[config.mk]
export PLATFORM = sky130hd
export DESIGN_NAME = srst_ctrl
export DESIGN_NICKNAME = d
export VERILOG_FILES = /design/src/hdl/srst_pkg.sv /design/src/hdl/srst_ctrl.sv
export SDC_FILE = /design/constraint.sdc
export NUM_CORES = 1
export LEC_CHECK = 0
export BUFFER_PORTS_ARGS = -buffer_cell sky130_fd_sc_hd__buf_2
export CORE_MARGIN = 5
export CORE_UTILIZATION = 38
export CTS_CLUSTER_DIAMETER = 80
export DETAILED_ROUTE_END_ITERATION = 7
export GPL_ROUTABILITY_DRIVEN = 0
export MAX_ROUTING_LAYER = met4
export PLACE_DENSITY_LB_ADDON = 0.25
export SLEW_MARGIN = 10
export SYNTH_ARGS = -nofsm -noshare
export SYNTH_HDL_FRONTEND = slang
export SYNTH_SLANG_ARGS = --single-unit
[constraint.sdc]
create_clock -name i_clk -period 3.5 [get_ports i_clk]
set_clock_uncertainty 0.15 [all_clocks]
set_input_delay 0.175 -clock i_clk [delete_from_list [all_inputs] [get_ports i_clk]]
set_output_delay 0.175 -clock i_clk [all_outputs]
set_load 0.03 [all_outputs]
[src/hdl/srst_pkg.sv]
// Constants and types of the system reset controller
package srst_pkg;

  // ==========================================
  // Clock and timing
  localparam int CLK_MHZ = 250;
  localparam int CLK_NS  = 4;
  // Least low time for a brown-out
  localparam int BOD_T_NS = 2000;
  localparam int BOD_CYC  = (BOD_T_NS + CLK_NS - 1) / CLK_NS;
  localparam int BOD_W    = $clog2(BOD_CYC + 1);
  // Delay counter width
  localparam int DLY_W = 24;

  // ==========================================
  // Register map
  localparam logic [7:0] STATUS_OFS = 8'h00;
  localparam logic [7:0] STATUS_RST = 8'h01;
  localparam int POR_BIT  = 0;
  localparam int PIN_BIT  = 1;
  localparam int BOD_BIT  = 2;
  localparam int WDT_BIT  = 3;
  localparam int SCAN_BIT = 4;
  localparam int SDIS_BIT = 7;

  // ==========================================
  // Pin synchronisers
  localparam int SYNC_N = 3;
  localparam int IN_PIN = 0;
  localparam int IN_POR = 1;
  localparam int IN_BOD = 2;

  // Reset sources, active high
  typedef struct packed {
    logic scan;
    logic wdt;
    logic brownout_detect;
    logic pin;
    logic por;
  } srst_src_t;

  // Reset sequence states
  typedef enum logic [1:0] {
    ST_HOLD,
    ST_DELAY,
    ST_RUN
  } srst_state_t;

endpackage

[src/hdl/srst_ctrl.sv]
// System reset controller: sources, delay counter, cause flags, APB
//
// The implementer's own choices: the register addresses and the APB interface to the registers.
`timescale 1ns/1ps
// Overview of operation
// - Reset loads I/O state; release starts fetch
// - Pin and power-on force I/O asynchronously
// - Fuse-selected delay stretches reset after sources
// - Five sources, any one asserts reset
// - Long low on pin resets without clock
// - Pin release leaves reset after timeout
// - Power-on releases via delay, reasserts at once
// - Enabled brown-out asserts, releases via delay
// - Brown-out needs two microseconds below level
// - Enabled watchdog expiry issues a reset
// - Watchdog pulse one cycle; delay follows it
// - Scan reset bit holds reset while set
// - Scan flag bit 4; cleared by power-on, zero
// - Watchdog flag bit 3; power-on or zero
// - Brown-out flag bit 2; power-on or zero
// - Pin flag bit 1; power-on or zero
// - Power-on flag bit 0; only zero clears
// - Debug fuse keeps clock in deep sleep while scan interface is on
// - Disable bit or fuse disables scan interface
module srst_ctrl
  import srst_pkg::*;
#(
  parameter int P_TOUT0_US = 1,
  parameter int P_TOUT1_US = 4,
  parameter int P_TOUT2_US = 16,
  parameter int P_TOUT3_US = 64
) (
  input  wire logic        i_clk,
  input  wire logic        i_reset_n,
  input  wire logic        i_reset_pin_n,
  input  wire logic        i_por_low,
  input  wire logic        i_bod_low,
  input  wire logic        i_wdt_expire,
  input  wire logic        i_wdt_enable,
  input  wire logic        i_scan_reset_bit,
  input  wire logic        i_brownout_enable_fuse,
  input  wire logic [1:0]  i_clock_select_fuses,
  input  wire logic        i_debug_enable_fuse,
  input  wire logic        i_scan_if_enable_fuse,
  input  wire logic        i_deep_sleep,
  input  wire logic        i_psel,
  input  wire logic        i_penable,
  input  wire logic        i_pwrite,
  input  wire logic [7:0]  i_paddr,
  input  wire logic [31:0] i_pwdata,
  output logic             o_pready,
  output logic [31:0]      o_prdata,
  output logic             o_pslverr,
  output logic             o_core_reset_n,
  output logic             o_io_reset_n,
  output logic             o_fetch_start,
  output logic             o_scan_if_enable,
  output logic             o_main_clk_keep
);

  // ==========================================
  // Delay selection

  // Timeout lengths in cycles
  localparam int TOUT0_CYC = P_TOUT0_US * CLK_MHZ;
  localparam int TOUT1_CYC = P_TOUT1_US * CLK_MHZ;
  localparam int TOUT2_CYC = P_TOUT2_US * CLK_MHZ;
  localparam int TOUT3_CYC = P_TOUT3_US * CLK_MHZ;
  localparam int TOUT_MAX  = 2 ** DLY_W;

  // Refuse timeouts the counter cannot hold
  if (P_TOUT0_US < 1 || TOUT0_CYC >= TOUT_MAX ||
      P_TOUT1_US < 1 || TOUT1_CYC >= TOUT_MAX ||
      P_TOUT2_US < 1 || TOUT2_CYC >= TOUT_MAX ||
      P_TOUT3_US < 1 || TOUT3_CYC >= TOUT_MAX) begin : g_bad_tout
    $error("srst_ctrl: timeout out of range");
  end

  logic [DLY_W-1:0] tout_sel;  // Selected length

  // Fuses are static, so no synchroniser
  always_comb begin
    case (i_clock_select_fuses)
      2'h0:    tout_sel = DLY_W'(TOUT0_CYC);
      2'h1:    tout_sel = DLY_W'(TOUT1_CYC);
      2'h2:    tout_sel = DLY_W'(TOUT2_CYC);
      default: tout_sel = DLY_W'(TOUT3_CYC);
    endcase
  end

  // ==========================================
  // Asynchronous reset net

  logic rst_all_n;  // Block reset, pin or supply

  // Pin and supply act with no clock at all
  assign rst_all_n = i_reset_n & i_reset_pin_n & ~i_por_low;

  // ==========================================
  // Pin synchronisers

  logic [SYNC_N-1:0] async_in;  // Raw, active high
  logic [SYNC_N-1:0] stab_r;    // Agreed levels

  assign async_in[IN_PIN] = ~i_reset_pin_n;
  assign async_in[IN_POR] = i_por_low;
  assign async_in[IN_BOD] = i_bod_low;

  // Three flops; a change counts once two agree
  for (genvar g = 0; g < SYNC_N; g++) begin : g_sync
    logic [2:0] s_r;     // Stage 0 feeds stage 1 only
    logic       stab_g;  // Agreed level of this input
    // One process per input, so each bit has one driver
    always_ff @(posedge i_clk or negedge i_reset_n) begin
      if (!i_reset_n) begin
        s_r    <= 3'h0;
        stab_g <= 1'b0;
      end else begin
        s_r <= {s_r[1:0], async_in[g]};
        // Second and third stage agree
        if (s_r[1] == s_r[2]) begin
          stab_g <= s_r[2];
        end
      end
    end
    assign stab_r[g] = stab_g;
  end

  // ==========================================
  // Brown-out filter

  logic [BOD_W-1:0] bod_cnt_r;  // Cycles below level
  logic             bod_act_r;  // Brown-out reset

  // Short dips are ignored by the counter
  always_ff @(posedge i_clk or negedge i_reset_n) begin
    if (!i_reset_n) begin
      bod_cnt_r <= '0;
      bod_act_r <= 1'b0;
    end else if (!i_brownout_enable_fuse || !stab_r[IN_BOD]) begin
      // Disabled, or back above upper level
      bod_cnt_r <= '0;
      bod_act_r <= 1'b0;
    end else if (bod_cnt_r == BOD_W'(BOD_CYC - 1)) begin
      // Low long enough
      bod_act_r <= 1'b1;
    end else begin
      bod_cnt_r <= bod_cnt_r + 1'b1;
    end
  end

  // ==========================================
  // Watchdog pulse

  logic wd_pulse_r;  // One-cycle watchdog reset

  // Never longer than one cycle, even if held
  always_ff @(posedge i_clk or negedge i_reset_n) begin
    if (!i_reset_n) begin
      wd_pulse_r <= 1'b0;
    end else begin
      wd_pulse_r <= i_wdt_expire & i_wdt_enable & ~wd_pulse_r;
    end
  end

  // ==========================================
  // Source collection

  srst_src_t src;      // All five sources
  logic      any_src;  // Any source active

  assign src.por  = stab_r[IN_POR];
  assign src.pin  = stab_r[IN_PIN];
  assign src.brownout_detect  = bod_act_r;
  assign src.wdt  = wd_pulse_r;
  assign src.scan = i_scan_reset_bit;
  assign any_src  = |src;

  // ==========================================
  // Reset sequencer

  srst_state_t      state_r;    // Sequence state
  srst_state_t      state_nxt;  // Next state
  logic [DLY_W-1:0] dly_cnt_r;  // Delay counter

  // Any source returns to hold at once
  always_comb begin
    state_nxt = state_r;
    case (state_r)
      ST_HOLD: begin
        // Last source gone: stretch
        if (!any_src) begin
          state_nxt = ST_DELAY;
        end
      end
      ST_DELAY: begin
        if (any_src) begin
          state_nxt = ST_HOLD;
        end else if (dly_cnt_r == '0) begin
          state_nxt = ST_RUN;
        end
      end
      ST_RUN: begin
        if (any_src) begin
          state_nxt = ST_HOLD;
        end
      end
      default: state_nxt = ST_HOLD;
    endcase
  end

  // State register
  always_ff @(posedge i_clk or negedge rst_all_n) begin
    if (!rst_all_n) begin
      state_r <= ST_HOLD;
    end else begin
      state_r <= state_nxt;
    end
  end

  // Loaded in hold, counts down in delay
  always_ff @(posedge i_clk or negedge rst_all_n) begin
    if (!rst_all_n) begin
      dly_cnt_r <= '0;
    end else if (state_r != ST_DELAY) begin
      dly_cnt_r <= tout_sel - 1'b1;
    end else if (dly_cnt_r != '0) begin
      dly_cnt_r <= dly_cnt_r - 1'b1;
    end
  end

  // Reset outputs come from flops with async clear
  always_ff @(posedge i_clk or negedge rst_all_n) begin
    if (!rst_all_n) begin
      o_core_reset_n <= 1'b0;
      o_io_reset_n   <= 1'b0;
      o_fetch_start  <= 1'b0;
    end else begin
      o_core_reset_n <= (state_nxt == ST_RUN);
      o_io_reset_n   <= (state_nxt == ST_RUN);
      // Fetch from reset vector on release
      o_fetch_start  <= (state_nxt == ST_RUN) && (state_r != ST_RUN);
    end
  end

  // ==========================================
  // APB slave

  logic       hit;     // Address is mapped
  logic       wr_stat; // Write completes now
  logic [7:0] stat_r;  // Cause flags and disable

  assign hit     = (i_paddr == STATUS_OFS);
  assign wr_stat = i_psel & i_penable & o_pready & i_pwrite & hit;

  // One wait-free access phase after setup
  always_ff @(posedge i_clk or negedge i_reset_n) begin
    if (!i_reset_n) begin
      o_pready  <= 1'b0;
      o_prdata  <= 32'h0000_0000;
      o_pslverr <= 1'b0;
    end else begin
      o_pready <= i_psel & ~i_penable;
      // Capture answer in the setup cycle
      if (i_psel && !i_penable) begin
        o_prdata  <= hit ? {24'h00_0000, stat_r} : 32'h0000_0000;
        o_pslverr <= ~hit;
      end
    end
  end

  // ==========================================
  // Cause flags

  logic [7:0] stat_nxt;  // Next flag value

  // Order: write, power-on clear, sets last
  always_comb begin
    stat_nxt = stat_r;
    if (wr_stat) begin
      // Zero clears a flag, one leaves it
      stat_nxt[4:0]     = stat_r[4:0] & i_pwdata[4:0];
      stat_nxt[SDIS_BIT] = i_pwdata[SDIS_BIT];
    end
    if (src.por) begin
      // Power-on clears all other causes
      stat_nxt[4:1] = 4'h0;
    end
    if (!o_core_reset_n) begin
      // Disable bit is an I/O register
      stat_nxt[SDIS_BIT] = 1'b0;
    end
    // A set wins over any clear
    stat_nxt[POR_BIT]  = stat_nxt[POR_BIT] | src.por;
    stat_nxt[PIN_BIT]  = stat_nxt[PIN_BIT] | src.pin;
    stat_nxt[BOD_BIT]  = stat_nxt[BOD_BIT] | src.brownout_detect;
    stat_nxt[WDT_BIT]  = stat_nxt[WDT_BIT] | src.wdt;
    stat_nxt[SCAN_BIT] = stat_nxt[SCAN_BIT] | src.scan;
    stat_nxt[6:5]      = 2'h0;
  end

  // Flags survive every reset but the block's own; power-on keeps only its own flag
  always_ff @(posedge i_clk or negedge i_reset_n) begin
    if (!i_reset_n) begin
      stat_r <= STATUS_RST;
    end else begin
      stat_r <= stat_nxt;
    end
  end

  // ==========================================
  // Debug and clock keeping

  // Debug needs the interface, so either off saves power
  always_ff @(posedge i_clk or negedge i_reset_n) begin
    if (!i_reset_n) begin
      o_scan_if_enable <= 1'b0;
      o_main_clk_keep  <= 1'b0;
    end else begin
      o_scan_if_enable <= i_scan_if_enable_fuse & ~stat_r[SDIS_BIT];
      o_main_clk_keep  <= i_debug_enable_fuse & i_scan_if_enable_fuse &
                          ~stat_r[SDIS_BIT] & i_deep_sleep;
    end
  end
endmodule

# After elaboration in Yosys (flattened, before gate mapping)
# Index checks and enable logic that the tools add are counted.
[word_totals] ff_bits=93 latch_bits=0 ramBits=0 rom_bits=0 input_bits=57 out_inout_bits=39 wordCells=92 memories=0
[op_classes] addsub=3 n_mul=0 n_div=0 n_lt_le_gt_ge=0 eq_ne=13 shift=0 n_mux=17 n_bitwise=25 reduce_logical=14
[ops] cell="$mux 24" n=2
[ops] cell="$pmux 14 s3" n=1
[ops] cell="$logic_not 24->1" n=1
[ops] cell="$reduce_bool 24->1" n=1
[ops] cell="$sub 24x1->24 const B" n=1
[ops] cell="$mux 9" n=2
[ops] cell="$sub 14x1->15 const B" n=1
[ops] cell="$and 1x1->1" n=13
[ops] cell="$add 9x1->9 const B" n=1
[ops] cell="$eq 9x9->1 const B" n=1
[ops] cell="$logic_not 8->1" n=1
[ops] cell="$mux 2" n=4
[ops] cell="$mux 8" n=1
[ops] cell="$eq 2x2->1 const B" n=3
[ops] cell="$not 1->1" n=6
[ops] cell="$pmux 2 s3" n=1
[ops] cell="$and 5x5->5" n=1
[ops] cell="$mux 5" n=1
[ops] cell="$or 1x1->1" n=5
[ops] cell="$reduce_or 5->1" n=1
[ops] cell="$eq 2x1->1 const B" n=2
[ops] cell="$logic_not 2->1" n=2
[ops] cell="$mux 1" n=4
[ops] cell="$mux 4" n=1
[ops] cell="other kinds (7)" n=15

# Logic depth before layout (Yosys ltp)
[depth] ltp_word=7 ltp_mapped=8 ltp_nobuf=6

# Worst setup path after synthesis
# OpenSTA, ideal clock, no wires.
[synth_timing] path_type="register to register" start="register dly_cnt_r[6]" end="register dly_cnt_r[17]" setup_ns=0.078 arrival_ns=2.263 required_time_ns=3.272 setup_slack_ns=1.009 stages_incl_launch_ff=7 n_path_buf=2 synth_period_minus_slack_ns=2.491 cell_sequence="dfrtp_1 or4_4 buf_6 or4_4 buf_6 or4_1 a21oi_1"
[synth_between] elab_chain_len=3 word_cells_on_any_way=5 cone_classes="add/sub (1); mux (2); reduce/logical (2)"
[synth_rtl] item="start, declared" line="srst_ctrl.sv:184" source="logic [DLY_W-1:0] dly_cnt_r;"
[synth_rtl] item="start signal, assigned" line="srst_ctrl.sv:226" source="dly_cnt_r <= tout_sel - 1'b1;"
[synth_rtl] item="start signal, assigned" line="srst_ctrl.sv:228" source="dly_cnt_r <= dly_cnt_r - 1'b1;"
[synth_rtl] item="$sub 24x1->24" line="srst_ctrl.sv:228"
[synth_rtl] item="$mux 24" line="srst_ctrl.sv:227" source="end else if (dly_cnt_r != '0) begin"
[synth_rtl] item="$mux 24" line="srst_ctrl.sv:225" source="end else if (state_r != ST_DELAY) begin"
# Parallel ways exist; a longest one is shown, timed or not. The select of a mux whose other input is x is not followed.
# A chain may end at the register's enable or synchronous reset.

# Final worst setup path
[layout_timing] start="register dly_cnt_r[0]" end="register dly_cnt_r[6]"
# The elaborated chain is that of the path after synthesis.

==> summary.md <==
| Metric | Value |
|---|---|
| Number of antenna violations at the first check in global routing | 0 |
| Post-synth top cells | dfrtp_1, buf_4, nor2_1, nand2_1, nand2b_1 |
| Die Y | 104 microns |
| Vias in the first global route | 2406 |
| Post-synth top flop | dfrtp_1 |
| Status | completed |
| Max_cap viols | 0 |
| Maximum clock insertion buffer count | 2 |
| F_max | 0.359 GHz |
| Arrival time worst endpoint | around 2900 ps |
| Worst-path cell chain | inv_1, ha_1, or4b_1, or3_1, o21ai_2, o22ai_1 |
| Fin nets | approximately 440 |
| Post-synth EDFFs | 0 |
| Layout area overhead | 17.8% |
| Synth cell types | between 40 and 50 |
| IO Count | 96 |
| Most numerous cell in the Yosys netlist | dfrtp_1 |
| CTS Buf Count | 9 |
| Die width | just over 100 microns |
| Slew Limit Fails | 0 |
| Synth area leaders | dfrtp_1, buf_4, ha_1 |
| GRT Total Usage | 0.133 |
| Syn Area/Cell | between 10 and 15 sq um |
| Final Critical Period | ~2800 ps |
| H-tree Lvls | 3 |
| Crit start category | register |
| CTS root buffer | clkbuf_8 |
| DR vias/cell | 4.95 |
| Setup_tns | 0 ps |
| Final setup violation count | 0 |
| Final ANT Viol Nets | 0 |
| Tot Pwr | between 1500 and 2000 uW |
| Flops & latches, synth | 67 |
| Worst VDD drop | approximately 0.24 mV |
| DRT iter0 DRCs | between 100 and 150 |
| Cell area power density | between 400 and 500 nW/um^2 |
| Worst Path Required | approximately 3600 ps |
| Worst path max stage delay | between 600 and 700 ps |
| Final hold vios | 0 |
| Detail Placement HPWL | about 4.6 mm |
| Seq/Total Area, Yosys | 0.505 |
| Worst Hold Class | primary input to register |
| Core ar. | between 8000 and 9000 sq um |
| Clock slew at reported path FFs | around 70 ps |
| 1st-pass router iterations | 4 |
| TritonCTS clock tree | built |
| Total die area | 10700 sq um |
| Async SR Flop Fraction | 1.00 |
| Final Core Density | 0.453 |
| Netlist Area Pre-Place | about 3300 sq um |
| Flop-to-flop setup slack | approximately 700 ps |
| Syn Inst Count | 323 |
| Period utilization | 0.796 |
| Routed via count | ~2400 |
| P_leak | around 0.0018 uW |
| Clock net sink count | between 60 and 70 |
| Dominant cell type by area after synthesis | dfrtp_1 |
| Port Buffers | between 40 and 50 |
| Slowest cell on crit path | or3_1 |
| Yosys top cell area share | 0.497 |
| Min Hold Slack | 90.3 ps |
| Wire per inst | 13.5 microns |
| Placed inst area | around 3500 sq um |
| Crit Path Class | register to register |
| Post-route cell area | roughly 3900 sq um |
| First-pass GRT wire length | 11.6 mm |
| Setup repair after global routing missed its margin | false |
| Yosys warns | 0 |
| Slew headroom | 0.327 |
| Element type at the critical path end | register |
| Initial Util | 0.385 |
| Remaining Overflow, GRT | 0 |
| Slew at the pin closest to its max-slew limit | around 1000 ps |
| CP Max Fanout | 11 |
| Residual DRC count | 0 |
| Skew-Pair Late Insertion Delay | 340 ps |
| Layout cell share with drive strength beyond 1 | 0.185 |
| Pin count of the biggest net entering global routing | 41 |
| Row count | 34 |
| Diodes inserted | 0 |
| Final WL | between 6 and 7 mm |
[path summary, 6_finish.rpt]
path,startpoint,to,cells after the start
setup / recovery,dly_cnt_r[0],dly_cnt_r[6],6
setup reg to reg,dly_cnt_r[0],dly_cnt_r[6],6
hold / removal,i_psel,o_pready,3
hold reg to reg,g_sync[2].s_r[0],g_sync[2].s_r[1],0
min in group asynchronous,i_reset_n,bod_cnt_r[6],3
max in group asynchronous,i_reset_n,dly_cnt_r[7],6
[per-layer routing]
layer,global-route usage,wire (microns),vias up,share of wire
met3,0.0485,373,6,0.056
met5,-,0,-,0
met4,0.0337,59,0,0.0089
met2,0.209,3200,56,0.48
li1,-,-,1199,-
met1,0.162,3020,1176,0.45
[where the power goes]
part / total [uW] / internal (uW) / switching, uW / leakage [uW]
clock network: 751 / 442 / 309 / 0.000112
logic: 172 / 64.0 / 108 / 0.000804
registers: 837 / 806 / 30.4 / 0.000858
total: 1760 / 1310 / 447 / 0.00177
[critical path, delay by kind of cell (launching register included)]
kind / cells / cell delay [ps]
AOI/OAI and AO/OA: 2 / 560
adders and majority gates: 1 / 200
buffers and inverters: 1 / 90
DFF: 1 / 400
and+or+nand+nor: 2 / 1240
[cells in the final DEF (no fill, tap or decap), types with 3 or more instances in the layout]
cell type and count:
nand2_1 20, nand3_1 6, maj3_1 3, or4_1 6, ha_1 8, mux2i_1 8, o31ai_1 4, nor2_1 20
or3_1 10, xnor2_1 9, buf_4 3, nor4b_1 3, nand4_1 4, dlygate4sd3_1 16, clkbuf_8 11, nor3_1 7
nand2b_1 16, xor2_1 3, a21oi_1 13, nor4_1 11, buf_2 43, o22ai_1 4, conb_1 26, o21ai_0 9
a22o_1 6, nor2b_1 7, inv_1 8, o21ai_1 5, a311oi_1 3, dfrtp_1 66
[state kept, by name (all words and copies together), names as in the netlist]
register          count
bod_act_r             1
bod_cnt_r             9
dly_cnt_r            24
g_sync.s_r            9
g_sync.stab_g         3
o_fetch_start         1
o_io_reset_n          1
o_main_clk_keep       1
o_prdata              6
o_pready              1
o_pslverr             1
o_scan_if_enable      1
stat_r                6
state_r               2
wd_pulse_r            1
[final cells by class]
cell class,instances,area (sq um)
Fill cell,844,4720
Sequential cell,67,1680
Multi-Input combinational cell,231,1440
Timing Repair Buffer,62,398
Clock buffer,11,151
Tap cell,108,135
Clock inverter,5,83.8
Inverter,8,30.0
[repair_timing]
| action | 4_1_cts | 5_1_grt |
|---|---|---|
| gates resized for setup | 0 | 0 |
| endpoints found under the hold margin | 78 | 0 |
| setup buffers | 0 | 0 |
| hold buffers | 16 | 0 |
[per-stage QoR]
step | setup WS [ps] | std cells
floorplan | 1010 | 348
global placement | 745 | 460
detailed placement | 715 | 460
CTS | 699 | 492
global route | 550 | 492
finish | 714 | 492
[cells by family after synthesis]
kind of cell | after synthesis | share of synthesized area
compound gates | 54 | 0.105
simple gates | 120 | 0.202
fa+ha+maj | 11 | 0.0392
mux | 8 | 0.0241
other cells | 1 | 0.00113
flops | 67 | 0.505
xor+xnor | 12 | 0.0316
buf+inv | 50 | 0.0915
No activity file was read; power rests on OpenSTA's default activity.
